==> config.mk <==
export PLATFORM = sky130hd
export DESIGN_NAME = epio_port
export DESIGN_NICKNAME = d
export VERILOG_FILES = /design/src/core/epio_pkg.sv /design/src/core/epio_sync.sv /design/src/core/epio_port.sv
export SDC_FILE = /design/constraint.sdc
export NUM_CORES = 1
export LEC_CHECK = 0
export ABC_AREA = 1
export BUFFER_PORTS_ARGS = -buffer_cell sky130_fd_sc_hd__buf_4
export CAP_MARGIN = 5
export CORE_MARGIN = 2
export CORE_UTILIZATION = 46
export CTS_BUF_LIST = sky130_fd_sc_hd__clkbuf_8
export DETAILED_ROUTE_END_ITERATION = 16
export GPL_TIMING_DRIVEN = 0
export PLACE_DENSITY = 0.81
export SYNTH_ARGS = -nofsm -noshare
export SYNTH_HDL_FRONTEND = slang
export SYNTH_HIERARCHICAL = 1
export SYNTH_SLANG_ARGS = --single-unit
==> constraint.sdc <==
create_clock -name clk -period 0.9 [get_ports clk]
set_input_delay 0.09 -clock clk [delete_from_list [all_inputs] [get_ports clk]]
set_output_delay 0.09 -clock clk [all_outputs]
set_load 0.02 [all_outputs]
==> src/core/epio_pkg.sv <==
/*
 * constants for the emulated parallel i/o port: byte addresses in i/o space,
 * field positions and reset values.
 * assumes a host i/o bus that presents full 32-bit byte addresses.
 */
package epio_pkg;

	localparam int          ADDR_W         = 32;
	localparam int          DATA_W         = 8;
	localparam int          PIN_IN_W       = 3;

	localparam logic [31:0] PORT_C_DATA    = 32'h0000_0844;
	localparam logic [31:0] PORT_B_DATA    = 32'h0000_0845;
	localparam logic [31:0] PORT_A_DATA    = 32'h0000_0846;
	localparam logic [31:0] PORT_CONTROL   = 32'h0000_0847;

	localparam int          PORT_A_BIT6    = 6;
	localparam int          PORT_B_BIT7    = 7;
	localparam int          PORT_C_BIT2    = 2;
	localparam int          PORT_C_BIT3    = 3;

	localparam logic [7:0]  PORT_A_MASK    = 8'h40;
	localparam logic [7:0]  PORT_B_MASK    = 8'h80;
	localparam logic [7:0]  PORT_C_MASK    = 8'h0C;

	localparam logic [7:0]  RST_PORT_A     = 8'h00;
	localparam logic [7:0]  RST_CONTROL    = 8'h00;
	localparam logic [7:0]  RST_RDATA      = 8'h00;
	localparam logic [2:0]  RST_PINS       = 3'h1;

	typedef enum logic [1:0] {
		EPIO_SEL_C,
		EPIO_SEL_B,
		EPIO_SEL_A,
		EPIO_SEL_CTRL
	} epio_sel_t;

endpackage : epio_pkg

==> src/core/epio_sync.sv <==
/*
 * two flip-flop synchroniser, one lane per input bit.
 * assumes inputs are asynchronous pins; clk_en freezes both stages.
 */
`timescale 1ns/10ps
`default_nettype none

module epio_sync #(
	parameter int         WIDTH    = 3,
	parameter logic [2:0] RST_VAL  = 3'h0
) (
	input  wire logic             clk,
	input  wire logic             sys_rst,
	input  wire logic             clk_en,
	input  wire logic [WIDTH-1:0] pin_in,
	output logic      [WIDTH-1:0] pin_sync
);

	logic [WIDTH-1:0] meta;
	logic [WIDTH-1:0] next_meta;
	logic [WIDTH-1:0] next_sync;

	always_comb begin
		next_meta = meta;
		next_sync = pin_sync;
		if (clk_en) begin
			next_meta = pin_in;
			next_sync = meta;
		end
	end

	genvar i;
	generate
		for (i = 0; i < WIDTH; i++) begin : g_lane
			always_ff @(posedge clk or posedge sys_rst) begin
				if (sys_rst) begin
					meta[i]     <= RST_VAL[i];
					pin_sync[i] <= RST_VAL[i];
				end else begin
					meta[i]     <= next_meta[i];
					pin_sync[i] <= next_sync[i];
				end
			end
		end
	endgenerate

endmodule : epio_sync

`default_nettype wire

==> src/core/epio_port.sv <==
/*
 * emulated parallel i/o port: three port data registers and a control
 * register at four consecutive i/o byte addresses, board-fail drive,
 * abort status and module-type straps.
 * assumes one-cycle read/write strobes on clk from the host i/o decoder;
 * abort and strap pins are asynchronous and are synchronised here.
 */
// Function
// - decode four byte addresses: port C, port B, port A, then control
// - no pseudo interrupt acknowledge; accesses have no hidden side effects
// - port bit directions fixed; control writes never change direction
// - port A bit 6 is output; setting it drives board fail active
// - port B bit 7 input returns current active-low abort level
// - port C bits 2,3 report two-bit base module type code
// - no isa dma channels; no request or acknowledge logic
`timescale 1ns/10ps
`default_nettype none

module epio_port (
	input  wire logic        clk,
	input  wire logic        sys_rst,
	input  wire logic        clk_en,
	input  wire logic [31:0] io_addr,
	input  wire logic        io_rd,
	input  wire logic        io_wr,
	input  wire logic [7:0]  io_wdata,
	output logic      [7:0]  io_rdata,
	output logic             io_ack,
	input  wire logic        abort_n,
	input  wire logic        module_type_bit0,
	input  wire logic        module_type_bit1,
	output logic             board_fail_out,
	output logic             fail_lamp,
	output logic      [7:0]  port_control
);

	logic [2:0]        pins_sync;
	logic              abort_sync_n;
	logic [1:0]        type_sync;
	logic              hit;
	epio_pkg::epio_sel_t sel;
	logic [7:0]        rd_value;
	logic [7:0]        port_a_data;
	logic [7:0]        next_port_a_data;
	logic [7:0]        next_port_control;
	logic [7:0]        next_io_rdata;
	logic              next_io_ack;

	epio_sync #(
		.WIDTH   (3),
		.RST_VAL (epio_pkg::RST_PINS)
	) u_sync (
		.clk      (clk),
		.sys_rst  (sys_rst),
		.clk_en   (clk_en),
		.pin_in   ({module_type_bit1, module_type_bit0, abort_n}),
		.pin_sync (pins_sync)
	);

	assign abort_sync_n = pins_sync[0];
	assign type_sync    = pins_sync[2:1];

	// address decode; only these four bytes answer, nothing for dma
	always_comb begin
		hit = 1'b1;
		sel = epio_pkg::EPIO_SEL_C;
		case (io_addr)
			epio_pkg::PORT_C_DATA:  sel = epio_pkg::EPIO_SEL_C;
			epio_pkg::PORT_B_DATA:  sel = epio_pkg::EPIO_SEL_B;
			epio_pkg::PORT_A_DATA:  sel = epio_pkg::EPIO_SEL_A;
			epio_pkg::PORT_CONTROL: sel = epio_pkg::EPIO_SEL_CTRL;
			default:                hit = 1'b0;
		endcase
	end

	// read mux; unassigned bits masked to zero
	always_comb begin
		rd_value = 8'h00;
		case (sel)
			epio_pkg::EPIO_SEL_C: begin
				rd_value[epio_pkg::PORT_C_BIT2] = type_sync[0];
				rd_value[epio_pkg::PORT_C_BIT3] = type_sync[1];
			end
			epio_pkg::EPIO_SEL_B: begin
				rd_value[epio_pkg::PORT_B_BIT7] = abort_sync_n;
			end
			epio_pkg::EPIO_SEL_A: begin
				rd_value = port_a_data & epio_pkg::PORT_A_MASK;
			end
			epio_pkg::EPIO_SEL_CTRL: begin
				rd_value = port_control;
			end
			default: begin
				rd_value = 8'h00;
			end
		endcase
	end

	// reads only sample; ack and read data are registered, no port state change on read
	always_comb begin
		next_port_a_data  = port_a_data;
		next_port_control = port_control;
		next_io_rdata     = io_rdata;
		next_io_ack       = io_ack;
		if (clk_en) begin
			next_io_ack   = hit && (io_rd || io_wr);
			next_io_rdata = (hit && io_rd) ? rd_value : 8'h00;
			if (hit && io_wr && sel == epio_pkg::EPIO_SEL_A) begin
				next_port_a_data = io_wdata & epio_pkg::PORT_A_MASK;
			end
			if (hit && io_wr && sel == epio_pkg::EPIO_SEL_CTRL) begin
				next_port_control = io_wdata;
			end
		end
	end

	always_ff @(posedge clk or posedge sys_rst) begin
		if (sys_rst) begin
			port_a_data    <= epio_pkg::RST_PORT_A;
			port_control   <= epio_pkg::RST_CONTROL;
			io_rdata       <= epio_pkg::RST_RDATA;
			io_ack         <= 1'b0;
			board_fail_out <= 1'b0;
			fail_lamp      <= 1'b0;
		end else begin
			port_a_data    <= next_port_a_data;
			port_control   <= next_port_control;
			io_rdata       <= next_io_rdata;
			io_ack         <= next_io_ack;
			// fixed output: the control register is not consulted
			board_fail_out <= next_port_a_data[epio_pkg::PORT_A_BIT6];
			fail_lamp      <= next_port_a_data[epio_pkg::PORT_A_BIT6];
		end
	end

	wire logic acc    = clk_en && (io_rd || io_wr);
	wire logic rd_c   = clk_en && io_rd && io_addr == epio_pkg::PORT_C_DATA;
	wire logic rd_b   = clk_en && io_rd && io_addr == epio_pkg::PORT_B_DATA;
	wire logic rd_a   = clk_en && io_rd && io_addr == epio_pkg::PORT_A_DATA;
	wire logic wr_a   = clk_en && io_wr && io_addr == epio_pkg::PORT_A_DATA;
	wire logic wr_ctl = clk_en && io_wr && !io_rd && io_addr == epio_pkg::PORT_CONTROL;
	wire logic in_rng = io_addr >= epio_pkg::PORT_C_DATA
		&& io_addr <= epio_pkg::PORT_CONTROL;

	chk_decode_ack:
	assert property (@(posedge clk) disable iff (sys_rst)
		acc && in_rng |=> io_ack)
		else $error("mapped access not acknowledged");

	chk_unmapped_quiet:
	assert property (@(posedge clk) disable iff (sys_rst)
		acc && !in_rng |=> !io_ack && io_rdata == 8'h00)
		else $error("unmapped access answered");

	chk_read_no_effect:
	assert property (@(posedge clk) disable iff (sys_rst)
		clk_en && io_rd && !io_wr |=> $stable(board_fail_out) && $stable(port_control))
		else $error("read changed port state");

	chk_ctrl_no_dir:
	assert property (@(posedge clk) disable iff (sys_rst)
		wr_ctl |=> $stable(board_fail_out) && port_control == $past(io_wdata))
		else $error("control write disturbed output or not stored");

	chk_fail_drive:
	assert property (@(posedge clk) disable iff (sys_rst)
		wr_a |=> board_fail_out == $past(io_wdata[6]) && fail_lamp == board_fail_out)
		else $error("board fail does not follow port a bit 6");

	chk_abort_read:
	assert property (@(posedge clk) disable iff (sys_rst)
		rd_b |=> io_rdata == {$past(abort_sync_n), 7'h00})
		else $error("port b read wrong");

	chk_type_read:
	assert property (@(posedge clk) disable iff (sys_rst)
		rd_c |=> io_rdata == {4'h0, $past(type_sync), 2'h0})
		else $error("port c read wrong");

	chk_unused_zero:
	assert property (@(posedge clk) disable iff (sys_rst)
		rd_a |=> (io_rdata & ~epio_pkg::PORT_A_MASK) == 8'h00
			&& io_rdata[6] == $past(board_fail_out))
		else $error("port a unused bits not zero");

	cov_fail_on: cover property (@(posedge clk) disable iff (sys_rst)
		wr_a && io_wdata[6] ##1 board_fail_out);
	cov_abort_low: cover property (@(posedge clk) disable iff (sys_rst)
		rd_b ##1 !io_rdata[7]);
	cov_type_new: cover property (@(posedge clk) disable iff (sys_rst)
		rd_c ##1 io_rdata[3:2] == 2'h0);
	cov_ctrl_write: cover property (@(posedge clk) disable iff (sys_rst)
		wr_ctl ##1 io_ack);

endmodule : epio_port

`default_nettype wire

======== After elaboration in Yosys (flattened, before gate mapping) ========
Index checks and enable logic that the tools add are counted.
word-level totals
  bits in registers ....................... 24
  input bits .............................. 48
  output and inout bits ................... 19
operators by class
  equality and inequality tests ........... 7
  muxes and demuxes ....................... 7
  reductions and logical operators ........ 10
operator list
  cell                                                    number
  equality test 32 x 12 -> 1 bit (second input constant)  4
  two-way mux 8 bit                                       1
  case mux 2 bit (3 select lines)                         1
  case mux 3 bit (2 select lines)                         1
  logical AND 1 bit                                       5
  equality test 2 bit (second input constant)             2
  case mux 2 bit (2 select lines)                         1
  AND reduction 2 bit                                     2
  OR reduction 4 bit                                      1
  equality test 2 x 1 -> 1 bit (second input constant)    1
  zero test 2 bit                                         1
  two-way mux 2 bit                                       1
  case mux 1 bit (2 select lines)                         1
  logical OR 1 bit                                        1
  two-way mux 1 bit                                       1

======== Longest topological paths before layout ========
Gate-level depths: netlist (run 1).
  depth after elaboration ................. 6
  depth in mapped cells ................... 15

======== Cells and area by module ========
The synthesis (run 1) kept the hierarchy.
modules (own cells, without submodules)
  module     instances  cells an instance  area each (um^2)  sequential area each (um^2)
  epio_port  1          141                1073.5            450.4
  epio_sync  1          26                 227.7             152.6

======== Worst setup path before layout (run 1) ========
No wires, ideal clock.
  kind .................................... input port to flip-flop
  start point ............................. input port io_addr[31]
  end point ............................... register port_control[0]
  setup time .............................. 0.117 ns
  data arrival time ....................... 1.547 ns
  data required time ...................... 0.783 ns
  slack ................................... -0.764 ns
  cell stages on the path ................. 14
  buffers on the path ..................... 1
  cell sequence ........................... nor2_1 nand2_1 nor2_1 nand2_2 nor2_8 nand3_1 inv_1 ha_1 nand2_1 inv_1 nand4_4 buf_6 nand2_2 o21ai_2
on the way
  longest elaborated chain between the ends .. 6
RTL lines
  item                                                      line              RTL
  from (decl)                                               epio_port.sv:23   input wire logic [31:0] io_addr,
  equality test 32 x 12 -> 1 bit, on equally long branches  -
  OR reduction 4 bit (no source line)                       -
  two-way mux 1 bit                                         epio_port.sv:67   case (io_addr)
  logical AND 1 bit                                         epio_port.sv:111  if (hit && io_wr && sel == epio_pkg::EPIO_SEL_CTRL) begin
  logical AND 1 bit (*)                                     epio_port.sv:111
  AND reduction 2 bit (no source line) (*)                  -
  to (signal assigned)                                      epio_port.sv:120  port_control <= epio_pkg::RST_CONTROL;
  to (signal assigned)                                      epio_port.sv:127  port_control <= next_port_control;
  to (decl)                                                 epio_port.sv:34   output logic [7:0] port_control
Every way passes the cells marked *; elsewhere a longest branch is shown, timed or not.
A chain may end at the register's enable or synchronous reset.

======== Worst setup path in the final report (run 1) ========
  start point ............................. input port io_addr[2]
  end point ............................... register port_control[0]
Same word-level chain as after synthesis.

==> reports/qor.csv, run 1 <==
metric,value,unit
status,"complete, but fails checks",
failing checks,setup timing,
quantity of I/O buffers inserted on ports,66,
Fill cells,105,
Cells after DPL,264,
slowest CP cell,nor2_1,
Fin Setup TNS,-8.92,ns
Worst R2R Start,port_control[2],
register area share after synthesis,46.3,%
gr busiest metal,met2,
HP Start,module_type_bit0,
synth warn,6,
register area,603,sq um
slack of the critical path,-0.640,ns
initial antenna violation count,0,
crit path time final,1.54,ns
"Distinct cells, synth",21,
fin cells,301,
number of routed nets with antenna violations,0,
first-pass GRT wire length,6.67,mm
"Cell Area, Synth",1300,sq um
vias in the first global route,1526,
cells along the critical path,buf_4 -> inv_1 -> nor2_2 -> nand2_1 -> nor2_1 -> nand2_4 -> inv_4 -> ha_4 -> nand2_4 -> inv_4 -> nand4_4 -> buf_8 -> nand2_2 -> o21ai_2,
Max Cap Violations,0,
Die Ht,57.2,um
"Setup violations, final",28,
Final Max Tran Viols,0,
"Clk pin slew, worst setup/hold paths",0.08,ns
"wirelength, routed",5.55,mm
DRT Pass-1 Iters,4,
share of layout cells above drive strength 1,58.9,%
most frequent cells in the layout,"buf_4 (60), nand2_1 (51), buf_6 (38)",
io pins,67,
Num CTS Buffers,3,
Critical Path RT,1.06,ns
largest net degree at the start of global routing,19,
Starting Density,48.0,%
die footprint,3270,sq um
Slew headroom,73.1,%
Slew @ Worst Pin,0.402,ns
Crit. Startpoint,io_addr[2],
Tcrit/Tclk final,171,%
met1 track utilization from global routing,29.3,%
CP Data Arrival Time,1.70,ns
clock skew,0.00347,ns
core area,2710,sq um
met2 Resource Use GR,48.1,%
WHS,0.0138,ns
Max Buffers Root-to-Sink,2,
Die Wd,57.2,um
total number of vias,1618,
number of nets in the layout,321,
area occupied by multi-input gates,753,sq um
FP Rows,19,
htree depth,1,
CP startpoint kind,primary input,
Syn Nets,217,
met3 GRT Util,8.39,%
"Remaining Overflow, GRT",0,
Pleak,0.00132,uW
Worst Hold Class,in -> reg,
worst hold stages,3,
worst-path maximum fanout,5,
cell count after synthesis,167,
placer congestion estimate,0.792,
CTS root buffer,clkbuf_8,
n_diodes,0,
Final Power,2190,uW
RSZ-0062 raised after global routing,true,
"Clk Latency, worst-skew pair",0.27,ns
Worst Setup End Kind,register,
Mean Syn Cell Area,7.79,sq um
Vias/cell,5.38,
post-detail-place hpwl,2.30,mm
clk sinks,24,
Worst path max stage delay,0.23,ns
drt drc,0,
Crit Path Class,in -> reg,
"Area growth, synth to finish",90.1,%
GR Util All Layers,26.4,%
"most common cell after layout, fill and taps aside",buf_4,
VDD IR max,1160,uV
register bit total from synthesis,24,
R2R depth,3,
Hold Fails Final Rpt,0,
Routed wire per std cell,18.5,um
power per cell area,885,nW/um^2
fmax,649,MHz
detailed router's first-iteration violation count,75,
TritonCTS clock tree,built,
==> report_power, final <==
part           switching, uW  internal [uW]
Sequential              23.3           1110
Combinational            193            218
Clock                    336            305
Total                    552           1640
==> stage by stage <==
stage	utilization (%)	setup WS [ns]	area, sq um
4_1_cts	84.1	-0.500	2280
5_1_grt	91.3	-0.734	2470
3_3_place_gp	70.0	-0.928	1900
6_report	91.3	-0.640	2470
3_5_place_dp	70.0	-0.965	1900
2_1_floorplan	-	-0.659	1360
==> registers in the layout, summed over array words and instances (netlist names) <==
name,cells
port_control,8
u_sync/meta,3
io_rdata,8
port_a_data,1
io_ack,1
u_sync/pin_sync,3
==> final cells by class <==
type	count	share of cell area, %
Multi-Input combinational cell	117	30.5
Sequential cell	24	24.4
Clock inverter	1	0.152
Buffer	3	1.26
Timing Repair Buffer	99	36.6
Tap cell	31	1.57
Inverter	23	3.95
Clock buffer	3	1.67
==> path summary, 6_finish.rpt <==
kind,end,slack [ns]
max in group asynchronous,port_control[0],0.22
min in group asynchronous,u_sync/meta[2],0.36
worst max register to register,io_rdata[2],-0.12
worst min register to register,u_sync/meta[0],0.47
worst min-delay path,u_sync/meta[1],0.01
worst max-delay path,port_control[0],-0.64
==> timing repair <==
action / CTS / global route
gates cloned: 1 / 0
pin swaps: 19 / 23
endpoints found under the setup margin: 35 / 55
gates resized for setup: 43 / 33
hold buffers: 1 / 0
hold endpoints to repair: 24 / 0
buffers inserted: 20 / 13
==> cells by family after synthesis <==
family / after synthesis / synth area share [%]
buffers and inverters: 26 / 8.46
DFF: 24 / 46.3
AOI/OAI and AO/OA: 17 / 9.42
adders and majority gates: 2 / 1.92
and+or+nand+nor: 98 / 33.8
==> Yosys cell counts, drive strengths merged <==
library cell | count | area (sq um)
buf | 3 | 23.8
nand3 | 9 | 50.1
nand4 | 1 | 21.3
nand2 | 63 | 244
or2 | 1 | 6.26
dfrtp | 22 | 551
dfstp | 2 | 52.6
a22o | 2 | 17.5
inv | 23 | 86.3
nor2 | 24 | 119
o21ai | 15 | 105
ha | 2 | 25.0
==> per-layer routing <==
layer / vias up / routed length (um) / part of all wire, %
met5: - / 0 / 0
met4: 0 / 228 / 4.1
met3: 26 / 338 / 6.1
met2: 85 / 3040 / 55
met1: 790 / 1950 / 35
li1: 717 / - / -
==> worst max-delay path, delay by kind of cell <==
kind / cells / cell delay [ns]
and+or+nand+nor: 7 / 0.90
adders and majority gates: 1 / 0.14
AOI/OAI and AO/OA: 1 / 0.06
buffers and inverters: 5 / 0.50
No activity file was read; power rests on OpenSTA's default activity.
==> run 2, diff against run 1 <==
--- a/config.mk
+++ b/config.mk
@@ -14,6 +14,7 @@
 export DETAILED_ROUTE_END_ITERATION = 16
 export GPL_TIMING_DRIVEN = 0
 export PLACE_DENSITY = 0.81
+export REMOVE_ABC_BUFFERS = 1
 export SYNTH_ARGS = -nofsm -noshare
 export SYNTH_HDL_FRONTEND = slang
 export SYNTH_HIERARCHICAL = 1
==> reports/qor.csv, run 2 (same netlist as run 1, synthesis figures left out) <==
metric,value,unit
status,"complete, but fails checks",
failing checks,setup timing,
power per cell area,898,nW/um^2
largest registers,"io_rdata: 8 flops, port_control: 8 flops",
crit path time final,1.49,ns
"most common cell after layout, fill and taps aside",buf_4,
Slew headroom,73.4,%
Starting Density,48.0,%
Tcrit/Tclk final,166,%
htree depth,1,
fmax,669,MHz
Pleak,0.00127,uW
Combinational Power Share,18.4,%
die footprint,3270,sq um
Crit Path Class,in -> reg,
Reg2Reg Capture Point,io_rdata[7],
Routed wire per std cell,17.8,um
quantity of I/O buffers inserted on ports,66,
VDD IR max,1350,uV
DRT Pass-1 Iters,4,
Pint,1630,uW
Critical Path RT,1.07,ns
io pins,67,
Hold Fails Final Rpt,0,
Sw Ratio,24.5,%
Crit path max-delay family,simple AND/OR/NAND/NOR gates,
Max Cap Violations,0,
Vias/cell,5.30,
Slew @ Worst Pin,0.398,ns
TritonCTS clock tree,built,
clock skew,0.0109,ns
R2R depth,5,
Max Buffers Root-to-Sink,2,
Net Switching,531,uW
number of nets in the layout,311,
clk sinks,24,
CP Data Arrival Time,1.66,ns
critical path depth,15,
Die Wd,57.2,um
core area,2710,sq um
drt drc,0,
"wirelength, routed",5.17,mm
Worst Path Buf+Inv,4,
"Area growth, synth to finish",85.3,%
Worst Setup End Kind,register,
number of routed nets with antenna violations,0,
largest net degree at the start of global routing,19,
Crit. Startpoint,io_addr[31],
detailed router's first-iteration violation count,80,
Clk pwr share,29.2,%
cells along the critical path,buf_4 -> nor2_2 -> nand2_1 -> nor2_2 -> nand2_2 -> nor2_8 -> nand3_4 -> inv_2 -> ha_4 -> nand2_2 -> inv_2 -> nand4_4 -> buf_12 -> nand2_4 -> o21ai_2,
Final Max Tran Viols,0,
Worst path max stage delay,0.20,ns
Worst Hold Class,in -> reg,
CTS root buffer,clkbuf_8,
worst-path maximum fanout,8,
Final Power,2160,uW
most frequent cells in the layout,"buf_4 (56), nand2_1 (47), buf_6 (33)",
vias in the first global route,1437,
share of layout cells above drive strength 1,58.8,%
Fill cells,110,
CP startpoint kind,primary input,
initial antenna violation count,0,
post-detail-place hpwl,2.21,mm
n_diodes,0,
Worst R2R Start,port_control[7],
slowest CP cell,buf_12,
"Remaining Overflow, GRT",0,
"Setup violations, final",32,
total number of vias,1542,
slack of the critical path,-0.594,ns
Num CTS Buffers,3,
RSZ-0062 raised after global routing,true,
"Clk pin slew, worst setup/hold paths",0.08,ns
flop2flop setup slack,-0.07,ns
placer congestion estimate,0.753,
first-pass GRT wire length,6.28,mm
FP Rows,19,
sequential share of power,52.4,%
GR Util All Layers,24.8,%
"Clk Latency, worst-skew pair",0.27,ns
Die Ht,57.2,um
Setup crit end,port_control[6],
DP Worst Slack,-1.20,ns
## run 2: how the worst min path moves through the flow
stage,startpoint,to,slack [ns],depth (start not counted)
floorplan,sys_rst,u_sync/meta[1],-0.12,1
global placement,sys_rst,u_sync/meta[2],0.03,2
detailed placement,sys_rst,u_sync/meta[2],0.03,2
CTS,module_type_bit0,u_sync/meta[1],0.02,3
global route,abort_n,u_sync/meta[0],0.02,3
finish,module_type_bit0,u_sync/meta[1],0.03,3
## run 2: power groups by stage
stage | sequential [uW] | clock, uW | combinational [uW]
after floorplan | 1150 | 0 | 109
after global placement | 1150 | 0 | 299
after detailed placement | 1150 | 0 | 305
after CTS | 1130 | 628 | 334
after global routing | 1140 | 704 | 429
final | 1130 | 633 | 398
## run 2: final cells by class
type | count | area (sq um) | area share, %
clock inverter | 1 | 3.75 | 0.156
multi-input combinational | 117 | 783 | 32.5
inverter | 23 | 90.1 | 3.74
timing repair buffer | 92 | 850 | 35.2
sequential | 24 | 604 | 25.1
tap | 31 | 38.8 | 1.61
clock buffer | 3 | 41.3 | 1.71
## run 2: what timing repair did
item	in CTS	in global routing
resized for setup	54	43
pin swaps	15	24
cloned	1	0
endpoints found under the setup margin	29	55
hold buffers	1	0
endpoints found under the hold margin	24	0
buffers inserted	15	10
## run 2: metrics by stage
stage                     hold slack [ns]  instances  setup TNS, ns  instance area, sq um  util, %
final                              0.0258        291          -8.77                  2410     89.0
after global routing               0.0235        291         -11.12                  2410     89.0
after CTS                          0.0247        282          -8.52                  2180     80.6
after detailed placement           0.0278        261         -16.25                  1810     66.9
after global placement             0.0272        261         -15.10                  1810     66.9
after floorplan                    -0.120        164          -9.83                  1280        -
## run 2: tightest hold or removal path, stage by stage
cell and delay, ns:
buf_4 0.08, nand2_1 0.04, nand2_1 0.05
## run 2: layer usage
| metal | GRT usage, % | part of all wire, % | routed length (um) |
|---|---|---|---|
| met4 | 10.3 | 4.5 | 234 |
| met3 | 5.67 | 5.0 | 259 |
| met5 | 0 | 0 | 0 |
| met2 | 45.6 | 54 | 2820 |
| met1 | 27.3 | 36 | 1860 |
